## config.mk

```make
export PLATFORM = sky130hd
export DESIGN_NAME = zero_adjust_and_diag_history
export DESIGN_NICKNAME = d
export VERILOG_FILES = /design/src/hdl/zero_diag_pkg.sv /design/src/hdl/zero_adjust_and_diag_history.sv /design/src/hdl/float_to_int.sv /design/src/hdl/diag_event_select.sv
export SDC_FILE = /design/constraint.sdc
export NUM_CORES = 2
export LEC_CHECK = 0
export ABC_CLOCK_PERIOD_IN_PS = 4500
export BUFFER_PORTS_ARGS = -buffer_cell sky130_fd_sc_hd__buf_2
export CORE_MARGIN = 2
export CORE_UTILIZATION = 25
export CTS_BUF_LIST = sky130_fd_sc_hd__clkbuf_4
export DETAILED_ROUTE_END_ITERATION = 10
export GPL_TIMING_DRIVEN = 0
export PLACE_DENSITY = 0.41
export SETUP_SLACK_MARGIN = 0.4
export SLEW_MARGIN = 30
export SYNTH_ARGS = -nofsm -noshare
export SYNTH_HDL_FRONTEND = slang
export SYNTH_SLANG_ARGS = --single-unit
```

## constraint.sdc

```tcl
create_clock -name clk_in -period 4.5 [get_ports clk_in]
set_input_delay 0.9 -clock clk_in [delete_from_list [all_inputs] [get_ports clk_in]]
set_output_delay 0.9 -clock clk_in [all_outputs]
set_load 0.03 [all_outputs]
```

## src/hdl/zero_diag_pkg.sv

```systemverilog
// Shared constants and types for zero adjust and diagnosis history
package zero_diag_pkg;
  // Object indices and subindices
  localparam logic [15:0] OBJ_ZERO_ADJUST = 16'hFB40;
  localparam logic [15:0] OBJ_STORE       = 16'hFBF2;
  localparam logic [15:0] OBJ_HISTORY     = 16'h10F3;
  localparam logic [7:0]  SI_CMD          = 8'h01;
  localparam logic [7:0]  SI_STATUS       = 8'h02;
  localparam logic [7:0]  SI_RESP         = 8'h03;
  localparam logic [7:0]  SI_CAPACITY     = 8'h01;
  localparam logic [7:0]  SI_NEWEST       = 8'h02;
  localparam logic [7:0]  SI_ACKED        = 8'h03;
  localparam logic [7:0]  SI_NEW_AVAIL    = 8'h04;
  localparam logic [7:0]  SI_FLAGS        = 8'h05;
  localparam logic [7:0]  SI_MSG_FIRST    = 8'h06;
  localparam logic [7:0]  SI_MSG_LAST     = 8'h25;
  // History layout and reset values
  localparam int          HIST_DEPTH      = 32;
  localparam logic [7:0]  HIST_CAPACITY   = 8'h20;
  localparam logic [7:0]  NEWEST_RESET    = 8'h00;
  localparam logic [7:0]  ACKED_VALUE     = 8'h00;
  localparam logic [15:0] FLAGS_RESET     = 16'h0000;
  localparam logic [15:0] FLAGS_WR_MASK   = 16'h000E;
  // Zero adjust method, status and response codes
  localparam logic [7:0]  METHOD_NO_OFS   = 8'h00;
  localparam logic [7:0]  METHOD_ZERO_OFS = 8'h01;
  localparam logic [7:0]  METHOD_OFS      = 8'h02;
  localparam logic [7:0]  STAT_NONE       = 8'h00;
  localparam logic [7:0]  STAT_OK         = 8'h01;
  localparam logic [7:0]  STAT_ERR        = 8'h03;
  localparam logic [7:0]  STAT_BUSY       = 8'hFF;
  localparam logic [7:0]  RESP_OK         = 8'h00;
  localparam logic [7:0]  RESP_RANGE      = 8'h02;
  localparam logic [7:0]  RESP_INVALID    = 8'h03;
  localparam logic [7:0]  RESP_NONE       = 8'hFE;
  localparam logic [31:0] STORE_SIG       = 32'h65766173;
  localparam int          FS_PERCENT      = 20;
  // Timing
  localparam int          ZA_TIME_MS      = 1000;
  localparam int          CLK_KHZ         = 20000;
  localparam int          ZA_TIMEOUT_DEF  = ZA_TIME_MS * CLK_KHZ;
  // Diagnosis codes and message fields
  localparam logic [15:0] VENDOR_LOW      = 16'hE000;
  localparam logic [15:0] MODULE_LOW      = 16'hE802;
  localparam logic [7:0]  MODULE_NO       = 8'h01;
  localparam logic [31:0] CODE_SUPPLY     = 32'h0010E000;
  localparam logic [31:0] CODE_HEATER_T   = 32'h0011E000;
  localparam logic [31:0] CODE_SENSOR_T   = 32'h0012E000;
  localparam logic [31:0] CODE_FLASH_CNT  = 32'h0003E000;
  localparam logic [31:0] CODE_PRESS_RNG  = 32'h0004E000;
  localparam logic [31:0] CODE_AUX_RNG    = 32'h0005E000;
  localparam logic [31:0] CODE_HEATER_C   = 32'h0006E000;
  localparam logic [3:0]  TYPE_INFO       = 4'h0;
  localparam logic [3:0]  TYPE_WARN       = 4'h1;
  localparam logic [3:0]  TYPE_ERROR      = 4'h2;
  localparam logic [15:0] TEXT_ID_NONE    = 16'h0000;
  localparam int          EV_COUNT        = 8;
  localparam int          EV_USER_PARAM   = 7;

  typedef struct packed {
    logic        wr;
    logic [15:0] index;
    logic [7:0]  subidx;
    logic [47:0] wdata;
  } obj_req_s;

  typedef struct packed {
    logic [31:0] stamp;
    logic [15:0] text_id;
    logic [15:0] flags;
    logic [31:0] code;
  } diag_msg_s;
endpackage

```

## src/hdl/zero_adjust_and_diag_history.sv

```systemverilog
// Zero adjust command engine and overwrite mode diagnosis history
`timescale 1ns/100ps
module zero_adjust_and_diag_history #(
  parameter int FULL_SCALE        = 100000,
  parameter int ZA_TIMEOUT_CYCLES = zero_diag_pkg::ZA_TIMEOUT_DEF
)(
  input  wire logic                          clk_in,
  input  wire logic                          srst_in,
  input  wire logic                          obj_req_valid_in,
  input  wire zero_diag_pkg::obj_req_s       obj_req_in,
  output logic                               obj_ack_out,
  output logic                               obj_err_out,
  output logic [95:0]                        obj_rdata_out,
  input  wire logic signed [31:0]            pre_comp_in,
  input  wire logic signed [31:0]            output_offset_in,
  input  wire logic                          meas_valid_in,
  output logic signed [31:0]                 pressure_out,
  output logic signed [31:0]                 auto_zero_term_out,
  input  wire logic [zero_diag_pkg::EV_COUNT-2:0] fault_in,
  input  wire logic signed [31:0]            nv_azo_in,
  input  wire logic [7:0]                    nv_hist_avail_in,
  output logic                               nv_store_out,
  output logic signed [31:0]                 nv_azo_out
);
  localparam int NEV = zero_diag_pkg::EV_COUNT;
  localparam logic signed [31:0] AZ_LIMIT =
    32'(FULL_SCALE / 100 * zero_diag_pkg::FS_PERCENT);
  localparam logic [31:0] TIMEOUT_LAST = 32'(ZA_TIMEOUT_CYCLES - 1);

  // Refuse parameters the range check and timeout cannot serve
  if (FULL_SCALE < 100 || ZA_TIMEOUT_CYCLES < 2)
  begin
    $error("zero_adjust_and_diag_history: bad parameter value");
  end

  typedef enum logic [1:0] {ZA_IDLE, ZA_WAIT, ZA_CHECK} za_state_e;

  za_state_e                 za_state_ff;
  logic [31:0]               za_cnt_ff;
  logic signed [31:0]        target_ff;
  logic signed [31:0]        cand_ff;
  logic [47:0]               last_cmd_ff;
  logic [7:0]                za_status_ff;
  logic [7:0]                za_resp_ff;
  logic [7:0]                st_status_ff;
  logic signed [31:0]        azo_ff;
  logic                      boot_ff;
  logic                      nv_store_ff;
  logic signed [31:0]        nv_azo_ff;
  logic signed [31:0]        pressure_ff;
  logic [NEV-2:0]            fault_prev_ff;
  logic [NEV-1:0]            pending_ff;
  logic [4:0]                wr_ptr_ff;
  logic [7:0]                newest_ff;
  logic [7:0]                new_avail_ff;
  logic [15:0]               flags_ff;
  logic [31:0]               stamp_ff;
  logic                      ack_ff;
  logic                      err_ff;
  logic [95:0]               rdata_ff;
  zero_diag_pkg::diag_msg_s  hist_mem [zero_diag_pkg::HIST_DEPTH];

  logic signed [31:0]        ofs_int;
  logic                      sel_valid;
  logic [$clog2(NEV)-1:0]    sel_idx;
  logic [31:0]               sel_code;
  logic [3:0]                sel_type;
  logic [95:0]               rd_data;
  logic                      rd_ok;
  logic [NEV-1:0]            ev_rise;
  logic [NEV-1:0]            ev_clr;
  logic [7:0]                method;
  logic [4:0]                rd_slot;

  // Object decode shared by all writers
  function automatic logic hit(input zero_diag_pkg::obj_req_s r,
                               input logic [15:0] idx, input logic [7:0] si);
    hit = (r.index == idx) && (r.subidx == si);
  endfunction

  wire obj_wr    = obj_req_valid_in && obj_req_in.wr;
  wire za_wr     = obj_wr && hit(obj_req_in, zero_diag_pkg::OBJ_ZERO_ADJUST,
                                 zero_diag_pkg::SI_CMD);
  wire store_wr  = obj_wr && hit(obj_req_in, zero_diag_pkg::OBJ_STORE, zero_diag_pkg::SI_CMD)
                   && (obj_req_in.wdata[31:0] == zero_diag_pkg::STORE_SIG);
  wire flags_wr  = obj_wr && hit(obj_req_in, zero_diag_pkg::OBJ_HISTORY,
                                 zero_diag_pkg::SI_FLAGS);
  wire newest_rd = obj_req_valid_in && !obj_req_in.wr && (newest_ff != 8'h00) &&
                   hit(obj_req_in, zero_diag_pkg::OBJ_HISTORY, newest_ff);

  // Method sits in byte 0; bytes 2..5 hold the float offset
  assign method = obj_req_in.wdata[7:0];
  wire method_ok = (method == zero_diag_pkg::METHOD_NO_OFS) ||
                   (method == zero_diag_pkg::METHOD_ZERO_OFS) ||
                   (method == zero_diag_pkg::METHOD_OFS);
  wire za_start = za_wr && method_ok && (za_state_ff == ZA_IDLE);

  float_to_int u_ofs (
    .real_in (obj_req_in.wdata[47:16]),
    .int_out (ofs_int)
  );

  // Command sequencer; a new command while busy is dropped
  always_ff @(posedge clk_in)
  begin
    if (srst_in)
      za_state_ff <= ZA_IDLE;
    else
    begin
      case (za_state_ff)
        ZA_IDLE:  if (za_start) za_state_ff <= ZA_WAIT;
        ZA_WAIT:
        begin
          if (meas_valid_in)
            za_state_ff <= ZA_CHECK;
          else if (za_cnt_ff == TIMEOUT_LAST)
            za_state_ff <= ZA_IDLE;
        end
        ZA_CHECK: za_state_ff <= ZA_IDLE;
        default:  za_state_ff <= ZA_IDLE;
      endcase
    end
  end

  // Bound on the wait for a valid measurement
  always_ff @(posedge clk_in)
  begin
    if (srst_in || za_state_ff != ZA_WAIT)
      za_cnt_ff <= 32'h00000000;
    else
      za_cnt_ff <= za_cnt_ff + 32'h00000001;
  end

  // Target: zero for methods 0 and 1, the given offset for method 2
  always_ff @(posedge clk_in)
  begin
    if (srst_in)
    begin
      target_ff   <= 32'sh00000000;
      last_cmd_ff <= 48'h000000000000;
    end
    else if (za_start)
    begin
      last_cmd_ff <= obj_req_in.wdata;
      if (method == zero_diag_pkg::METHOD_OFS)
        target_ff <= ofs_int;
      else
        target_ff <= 32'sh00000000;
    end
  end

  // Candidate term, independent of the output offset
  always_ff @(posedge clk_in)
  begin
    if (srst_in)
      cand_ff <= 32'sh00000000;
    else if (za_state_ff == ZA_WAIT && meas_valid_in)
      cand_ff <= 32'(target_ff - pre_comp_in);
  end

  wire out_of_range = (cand_ff >= AZ_LIMIT) || (cand_ff <= -AZ_LIMIT);

  // Status and response; busy reads response zero
  always_ff @(posedge clk_in)
  begin
    if (srst_in)
    begin
      za_status_ff <= zero_diag_pkg::STAT_NONE;
      za_resp_ff   <= zero_diag_pkg::RESP_NONE;
    end
    else if (za_start)
    begin
      za_status_ff <= zero_diag_pkg::STAT_BUSY;
      za_resp_ff   <= zero_diag_pkg::RESP_OK;
    end
    else if (za_state_ff == ZA_CHECK)
    begin
      if (out_of_range)
      begin
        za_status_ff <= zero_diag_pkg::STAT_ERR;
        za_resp_ff   <= zero_diag_pkg::RESP_RANGE;
      end
      else
      begin
        za_status_ff <= zero_diag_pkg::STAT_OK;
        za_resp_ff   <= zero_diag_pkg::RESP_OK;
      end
    end
    else if (za_state_ff == ZA_WAIT && !meas_valid_in && za_cnt_ff == TIMEOUT_LAST)
    begin
      za_status_ff <= zero_diag_pkg::STAT_ERR;
      za_resp_ff   <= zero_diag_pkg::RESP_INVALID;
    end
  end

  // Boot pulse: one cycle after release the stored values are fetched
  always_ff @(posedge clk_in)
  begin
    if (srst_in)
      boot_ff <= 1'b1;
    else
      boot_ff <= 1'b0;
  end

  // Working term; a refused adjust leaves it alone
  always_ff @(posedge clk_in)
  begin
    if (srst_in)
      azo_ff <= 32'sh00000000;
    else if (boot_ff)
      azo_ff <= nv_azo_in;
    else if (za_state_ff == ZA_CHECK && !out_of_range)
      azo_ff <= cand_ff;
  end

  // Output offset stays applied on top of the term
  always_ff @(posedge clk_in)
  begin
    if (srst_in)
      pressure_ff <= 32'sh00000000;
    else
      pressure_ff <= 32'(pre_comp_in + azo_ff + output_offset_in);
  end

  // Store: copy the working term out with a one-cycle strobe
  always_ff @(posedge clk_in)
  begin
    if (srst_in)
    begin
      nv_store_ff  <= 1'b0;
      nv_azo_ff    <= 32'sh00000000;
      st_status_ff <= zero_diag_pkg::STAT_NONE;
    end
    else
    begin
      nv_store_ff <= store_wr;
      if (store_wr)
      begin
        nv_azo_ff    <= azo_ff;
        st_status_ff <= zero_diag_pkg::STAT_OK;
      end
    end
  end

  // Fault edges and the store event raise pending bits
  assign ev_rise = {store_wr, fault_in & ~fault_prev_ff};
  always_comb
  begin
    ev_clr = '0;
    if (sel_valid)
      ev_clr[sel_idx] = 1'b1;
  end

  always_ff @(posedge clk_in)
  begin
    if (srst_in)
    begin
      fault_prev_ff <= '0;
      pending_ff    <= '0;
    end
    else
    begin
      fault_prev_ff <= fault_in;
      pending_ff    <= (pending_ff & ~ev_clr) | ev_rise; // New edge beats the clear
    end
  end

  diag_event_select #(
    .N (NEV)
  ) u_sel (
    .pending_in (pending_ff),
    .valid_out  (sel_valid),
    .idx_out    (sel_idx),
    .code_out   (sel_code),
    .type_out   (sel_type)
  );

  // Timestamp skips zero so every message carries a live stamp
  always_ff @(posedge clk_in)
  begin
    if (srst_in)
      stamp_ff <= 32'h00000001;
    else if (stamp_ff == 32'hFFFFFFFF)
      stamp_ff <= 32'h00000001;
    else
      stamp_ff <= stamp_ff + 32'h00000001;
  end

  // Ring write; pointer wraps so the oldest slot is reused
  always_ff @(posedge clk_in)
  begin
    if (sel_valid)
    begin
      hist_mem[wr_ptr_ff].stamp   <= stamp_ff;
      hist_mem[wr_ptr_ff].text_id <= zero_diag_pkg::TEXT_ID_NONE;
      hist_mem[wr_ptr_ff].flags   <= {8'h00, 4'h0, sel_type};
      hist_mem[wr_ptr_ff].code    <= sel_code;
    end
  end

  always_ff @(posedge clk_in)
  begin
    if (srst_in)
    begin
      wr_ptr_ff <= 5'h00;
      newest_ff <= zero_diag_pkg::NEWEST_RESET;
    end
    else if (sel_valid)
    begin
      wr_ptr_ff <= wr_ptr_ff + 5'h01;
      newest_ff <= {3'h0, wr_ptr_ff} + zero_diag_pkg::SI_MSG_FIRST;
    end
  end

  // Availability: from stored data at boot, set by logging, read clears
  always_ff @(posedge clk_in)
  begin
    if (srst_in)
      new_avail_ff <= 8'h00;
    else if (boot_ff)
      new_avail_ff <= nv_hist_avail_in;
    else if (sel_valid)
      new_avail_ff <= 8'h01;
    else if (newest_rd)
      new_avail_ff <= 8'h00;
  end

  // Only the writable flag bits take new values
  always_ff @(posedge clk_in)
  begin
    if (srst_in)
      flags_ff <= zero_diag_pkg::FLAGS_RESET;
    else if (flags_wr)
      flags_ff <= (flags_ff & ~zero_diag_pkg::FLAGS_WR_MASK) |
                  (obj_req_in.wdata[15:0] & zero_diag_pkg::FLAGS_WR_MASK);
  end

  assign rd_slot = 5'(obj_req_in.subidx - zero_diag_pkg::SI_MSG_FIRST);

  // Read mux for every object this block owns
  always_comb
  begin
    rd_data = 96'h0;
    rd_ok   = 1'b1;
    case (obj_req_in.index)
      zero_diag_pkg::OBJ_ZERO_ADJUST:
        case (obj_req_in.subidx)
          zero_diag_pkg::SI_CMD:    rd_data = {48'h0, last_cmd_ff};
          zero_diag_pkg::SI_STATUS: rd_data = {88'h0, za_status_ff};
          zero_diag_pkg::SI_RESP:   rd_data = {88'h0, za_resp_ff};
          default:                  rd_ok   = 1'b0;
        endcase
      zero_diag_pkg::OBJ_STORE:
        case (obj_req_in.subidx)
          zero_diag_pkg::SI_STATUS: rd_data = {88'h0, st_status_ff};
          zero_diag_pkg::SI_RESP:   rd_data = {88'h0, st_status_ff};
          default:                  rd_ok   = 1'b0;
        endcase
      zero_diag_pkg::OBJ_HISTORY:
      begin
        if (obj_req_in.subidx >= zero_diag_pkg::SI_MSG_FIRST &&
            obj_req_in.subidx <= zero_diag_pkg::SI_MSG_LAST)
          rd_data = hist_mem[rd_slot];
        else
          case (obj_req_in.subidx)
            zero_diag_pkg::SI_CAPACITY:  rd_data = {88'h0, zero_diag_pkg::HIST_CAPACITY};
            zero_diag_pkg::SI_NEWEST:    rd_data = {88'h0, newest_ff};
            zero_diag_pkg::SI_ACKED:     rd_data = {88'h0, zero_diag_pkg::ACKED_VALUE};
            zero_diag_pkg::SI_NEW_AVAIL: rd_data = {88'h0, new_avail_ff};
            zero_diag_pkg::SI_FLAGS:     rd_data = {80'h0, flags_ff};
            default:                     rd_ok   = 1'b0;
          endcase
      end
      default: rd_ok = 1'b0;
    endcase
  end

  // Answer one cycle after the request; writes to the acked entry are absorbed
  always_ff @(posedge clk_in)
  begin
    if (srst_in)
    begin
      ack_ff   <= 1'b0;
      err_ff   <= 1'b0;
      rdata_ff <= 96'h0;
    end
    else
    begin
      ack_ff <= obj_req_valid_in;
      err_ff <= obj_req_valid_in && !rd_ok;
      if (obj_req_valid_in && !obj_req_in.wr)
        rdata_ff <= rd_data;
    end
  end

  assign obj_ack_out        = ack_ff;
  assign obj_err_out        = err_ff;
  assign obj_rdata_out      = rdata_ff;
  assign pressure_out       = pressure_ff;
  assign auto_zero_term_out = azo_ff;
  assign nv_store_out       = nv_store_ff;
  assign nv_azo_out         = nv_azo_ff;
endmodule

```

## src/hdl/float_to_int.sv

```systemverilog
// Single precision float to signed integer, truncating and saturating
`timescale 1ns/100ps
module float_to_int (
  input  wire logic [31:0] real_in,
  output logic signed [31:0] int_out
);
  logic [7:0]  exp_raw;
  logic [54:0] mant;
  logic [54:0] mag;
  logic        sat;

  // Shift mantissa by unbiased exponent; tiny values truncate to zero
  always_comb
  begin
    exp_raw = real_in[30:23];
    mant    = {31'h0, 1'b1, real_in[22:0]};
    sat     = 1'b0;
    mag     = 55'h0;
    if (exp_raw < 8'h7F)
      mag = 55'h0;
    else if (exp_raw > 8'h9D)
      sat = 1'b1; // 2^31 and above cannot fit
    else if (exp_raw >= 8'h96)
      mag = mant << (exp_raw - 8'h96);
    else
      mag = mant >> (8'h96 - exp_raw);
  end

  // Apply sign
  always_comb
  begin
    if (sat)
      int_out = real_in[31] ? 32'sh80000001 : 32'sh7FFFFFFF;
    else if (real_in[31])
      int_out = -$signed(mag[31:0]);
    else
      int_out = $signed(mag[31:0]);
  end
endmodule

```

## src/hdl/diag_event_select.sv

```systemverilog
// Picks the lowest pending diagnosis event and gives its code and type
`timescale 1ns/100ps
module diag_event_select #(
  parameter int N = zero_diag_pkg::EV_COUNT
)(
  input  wire logic [N-1:0]         pending_in,
  output logic                      valid_out,
  output logic [$clog2(N)-1:0]      idx_out,
  output logic [31:0]               code_out,
  output logic [3:0]                type_out
);
  // Refuse a table size the lookup does not cover
  if (N != zero_diag_pkg::EV_COUNT)
  begin
    $error("diag_event_select: N must match the event table");
  end

  // Reserved table entries are absent, so they can never be logged
  function automatic logic [35:0] lookup(input int i);
    case (i)
      0: lookup = {zero_diag_pkg::TYPE_ERROR, zero_diag_pkg::CODE_SUPPLY};
      1: lookup = {zero_diag_pkg::TYPE_ERROR, zero_diag_pkg::CODE_HEATER_T};
      2: lookup = {zero_diag_pkg::TYPE_ERROR, zero_diag_pkg::CODE_SENSOR_T};
      3: lookup = {zero_diag_pkg::TYPE_WARN,  zero_diag_pkg::CODE_FLASH_CNT};
      4: lookup = {zero_diag_pkg::TYPE_WARN,  zero_diag_pkg::CODE_PRESS_RNG};
      5: lookup = {zero_diag_pkg::TYPE_WARN,  zero_diag_pkg::CODE_AUX_RNG};
      6: lookup = {zero_diag_pkg::TYPE_ERROR, zero_diag_pkg::CODE_HEATER_C};
      // Module message: number in 16..23, zero above
      default: lookup = {zero_diag_pkg::TYPE_INFO, 8'h00, zero_diag_pkg::MODULE_NO,
                         zero_diag_pkg::MODULE_LOW};
    endcase
  endfunction

  // Lowest index wins; vendor codes all sit in the E000 low range
  always_comb
  begin
    valid_out = 1'b0;
    idx_out   = '0;
    code_out  = {16'h0000, zero_diag_pkg::VENDOR_LOW};
    type_out  = zero_diag_pkg::TYPE_INFO;
    for (int i = N - 1; i >= 0; i--)
    begin
      if (pending_in[i])
      begin
        valid_out            = 1'b1;
        idx_out              = ($clog2(N))'(i);
        {type_out, code_out} = lookup(i);
      end
    end
  end
endmodule

```

==> metrics.md <==
| Metric | Value |
|---|---|
| Clk pwr share | `0.395` |
| Max_slew headroom | `0.3208` |
| Final setup viols | `0` |
| Switching Share | `0.2689` |
| Worst path arrival time | `5290 ps` |
| Clk sinks | `about 1700` |
| Buf/Inv on CP | `6` |
| Ys flop type | `edfxtp_1` |
| Synth Instances | `4752` |
| Layout area overhead | `24.18%` |
| FF-to-FF path depth | `16` |
| Crit path top cell by count | `a21oi_1` |
| CP Cell Sequence | `buf_2 -> buf_12 -> buf_8 -> clkinvlp_4 -> ha_4 -> buf_6 -> clkbuf_4 -> nor2b_1 -> nand2_1 -> a21oi_1 -> a211oi_2 -> o2bb2ai_2 -> nor3b_4 -> nand4_4 -> nor4bb_4 -> nand3_2 -> or4_1 -> a21oi_1 -> o31ai_1` |
| Vias in the first global route | `48120` |
| First-pass DRT Iterations | `5` |
| Worst path slowest cell | `or4_1` |
| CP Capture Point | `target_ff[31]$_SDFFE_PP0P_` |
| Initial core utilization | `0.2519` |
| HPWL after DPL | `just over 200000 um` |
| Met3 Routed Length | `15030 um` |
| Layout net count | `6084` |
| Die Wd | `537.8 um` |
| Critical R2R Capture | `pressure_out[27]$_SDFF_PP0_` |
| Clock Latency Late Sink | `approximately 1300 ps` |
| #FFs+latches synth | `around 1700` |
| Row cnt | `195` |
| Power Density | `just under 400 nW/um^2` |
| Final ANT Viol Nets | `0` |
| Clk pin slew, worst setup/hold paths | `70 ps` |
| Final Cycle Share | `0.9405` |
| CTS Buf Count | `447` |
| Worst VDD drop | `0.0002018 V` |
| Die H | `537.8 um` |
| Max-Cap Viols | `0` |
| # port buffers | `360` |
| CTS Buffer Depth | `4` |
| Largest fanout on the critical path | `10` |
| Drt initial violations | `about 4100` |
| Seq pwr share | `0.482` |
| Internal Pwr Total | `roughly 25 mW` |
| Initial antenna violation count | `22` |
| Critical Path Source | `obj_req_in[40]` |
| R2R setup slack | `630 ps` |
| Total grt overflow | `0` |
| Mean post-synth cell area | `14.99 um^2` |
| Routed len/inst | `27.85 um` |
| Max-slew violation count | `0` |
| RR Startpoint | `auto_zero_term_out[1]$_SDFFE_PP0P_` |
| Final hold vios | `0` |
| Post-synth ARST share | `0` |
| Max Used Layer | `met5` |
| Clock Tree Root | `clkbuf_4` |
| Routed vias/inst | `~4.8` |
| Worst Path Class, Setup | `primary input to register` |
| Largest net degree at the start of global routing | `38` |
| Post-synth EDFFs | `1248` |
| Synth unique cells | `103` |
| RSZ-0062 raised after global routing | `yes` |
| Final wirelength | `275400 um` |
| WP depth | `19` |
| Vias after detailed routing | `roughly 48000` |
| I/O pin count | `383` |
| Total Routing Usage GR | `0.1861` |
| P_sw | `9.375 mW` |
| CP peak stage delay | `500 ps` |
| Fmax | `roughly 240 MHz` |
| Syn Std Cell Area | `71230 um^2` |
| Combinational power share | `0.123` |
| Total power | `34.86 mW` |
| Non-Filler Instances | `9889` |
| Met2 wire length | `131800 um` |
| Launching element type of the critical path | `primary input` |
| CTS tree | `yes` |
| Core ar. | `282800 um^2` |
| Status | `finished clean` |
| Tmin final | `4232 ps` |
| Layout cells sized above 1 | `0.3263` |
| Slew @ Worst Pin | `1019 ps` |
| Leak pwr | `30.84 nW` |
| Critical path required time | `5560 ps` |
| # H-tree levels | `5` |
| DRC viols | `0` |
| Post-Place Cells | `9002` |
| Worst min path class | `primary input to register` |
| First-pass GRT wire length | `379300 um` |
| Yosys warning count | `0` |
| Post-synthesis sequential area ratio | `0.6391` |
| Top cell family by delay on the critical path | `simple AND/OR/NAND/NOR gates` |
| Met1 WL | `between 100000 and 150000 um` |
| Worst-case clock skew | `176.7 ps` |
| Crit end category | `register` |
| Gp weighted congestion | `0.9196` |
| Die Area | `around 290000 um^2` |
power groups by stage:
stage | Clock (mW) | Sequential (mW) | Combinational (mW)
floorplan | 0 | 17.2 | 2.17
finish | 13.8 | 16.8 | 4.30
global placement | 0 | 17.2 | 3.92
detailed placement | 0 | 17.1 | 4.21
CTS | 14.2 | 16.8 | 4.29
global route | 14.9 | 16.8 | 4.54
worst reg2reg max path: stages, from the launching register on:
cell	delay, ps
dfxtp_1	450
fa_1	460
ha_1	240
inv_1	100
fa_1	240
nor2b_2	70
o31a_1	280
o41a_1	420
o21ai_2	240
o31ai_4	110
a21boi_2	210
a21boi_2	120
a21oi_4	250
inv_1	70
a21oi_1	170
xnor2_1	100
nor2_2	250
logic make-up (layout without fill, tap and decap cells):
family | count (synthesis) | after routing | synth area share
muxes | 580 | 580 | 0.1578
DFF | 1650 | 1650 | 0.6391
buffers and inverters | 372 | 1737 | 0.02257
AOI/OAI and AO/OA | 686 | 686 | 0.06024
other | 1 | 30 | 0.00005265
and+or+nand+nor | 1222 | 1222 | 0.08051
xor gates and xnor gates | 130 | 130 | 0.01667
adders and majority gates | 111 | 111 | 0.02298
cell usage after synthesis (all sizes together), types with 18 or more instances:
cell type	n	area (um^2)
fa	33	660.6
mux4	430	9684
clkbuf	200	752.0
a31oi	20	137.6
edfxtp	1248	37480
and3	31	193.9
a21o	30	225.2
inv	76	285.3
xnor2	65	603.1
nor4	25	156.4
nor2	401	1529
mux2i	105	1051
or3	30	192.7
o21a	19	142.6
xor2	65	584.3
ha	78	975.9
nand2	363	1363
nand4	37	259.0
nor2b	32	207.7
a22oi	71	546.8
nand2b	38	237.7
o21ai	117	585.6
and2	18	112.6
dfxtp	402	8048
mux2	45	506.7
nor3	62	325.3
buf	96	570.6
nand3	125	645.6
a21oi	288	1453
a211oi	22	165.2
what timing repair did:
action / CTS / global route
setup endpoints to repair: 60 / 60
hold endpoints to repair: 74 / 0
pin swaps: 4 / 9
hold buffers: 66 / 0
resized for setup: 31 / 26
setup buffers: 5 / 6
layout make-up:
type                       instances  area (um^2)
antenna                           14        35.03
buffer                           296         1506
clock buffer                     684         5135
clock inverter                   112        626.9
fill                           28360       194300
inverter                          76        296.5
multi-input combinational       2745        24720
sequential                      1650        45580
tap                             3743         4683
timing repair buffer             569         5864
flip-flops by register name, summed over array words and instances, names as in the netlist:
name,cells
stamp_ff,32
auto_zero_term_out,32
pressure_out,32
st_status_ff,1
pending_ff,8
target_ff,32
cand_ff,32
nv_azo_out,32
obj_rdata_out,80
za_status_ff,3
newest_ff,6
obj_err_out,1
obj_ack_out,1
za_state_ff,2
last_cmd_ff,48
hist_mem,1248
za_cnt_ff,32
flags_ff,3
boot_ff,1
za_resp_ff,3
nv_store_out,1
wr_ptr_ff,5
fault_prev_ff,7
new_avail_ff,8
placed cells by master (no fill, tap or decap), drive strengths merged, types with 22 or more instances in the layout:
cell,netlist,final
inv,76,84
and3,31,31
dfxtp,402,402
nand3,125,125
a211oi,22,22
nor2,401,401
buf,96,596
mux2i,105,105
nand2,363,363
nor3,62,62
a22oi,71,71
xnor2,65,65
nand2b,38,38
dlygate4sd3,0,66
o21ai,117,117
ha,78,78
a21oi,288,288
or3,30,30
clkbuf,200,887
nor4,25,25
fa,33,33
edfxtp,1248,1248
xor2,65,65
nand4,37,37
clkinv,0,94
nor2b,32,32
mux4,430,430
mux2,45,45
a21o,30,30
routing by layer:
layer	GRT usage	vias to the layer above
met5	0	-
met4	0.05733	8
met3	0.02794	392
met2	0.3102	1738
met1	0.2487	24850
li1	-	20780
through the flow:
| step | utilization | setup TNS (ps) | cell area, um^2 | setup WS [ps] | hold WS (ps) |
|---|---|---|---|---|---|
| after global routing | 0.3127 | 0 | 88420 | 254.6 | 53.21 |
| final | 0.3128 | 0 | 88450 | 267.8 | 148.9 |
| after global placement | 0.2755 | -3733020 | 77910 | -3583 | 372.4 |
| after floorplan | - | 0 | 71430 | 278.3 | 367.4 |
| after detailed placement | 0.2888 | -51990 | 81670 | -1343 | 371.1 |
| after CTS | 0.3120 | 0 | 88230 | 405.2 | 4.484 |
worst min path at each step:
stage,from,to,depth (start not counted)
6_report,obj_req_in[41],last_cmd_ff[41]$_SDFFE_PP0P_,4
3_5_place_dp,fault_prev_ff[0]$_SDFF_PP0_,pending_ff[0]$_SDFF_PP0_,1
3_3_place_gp,fault_prev_ff[0]$_SDFF_PP0_,pending_ff[0]$_SDFF_PP0_,1
4_1_cts,obj_req_in[41],last_cmd_ff[41]$_SDFFE_PP0P_,4
2_1_floorplan,fault_prev_ff[0]$_SDFF_PP0_,pending_ff[0]$_SDFF_PP0_,1
5_1_grt,obj_req_in[41],last_cmd_ff[41]$_SDFFE_PP0P_,4
(Power assumes the default switching activity.)
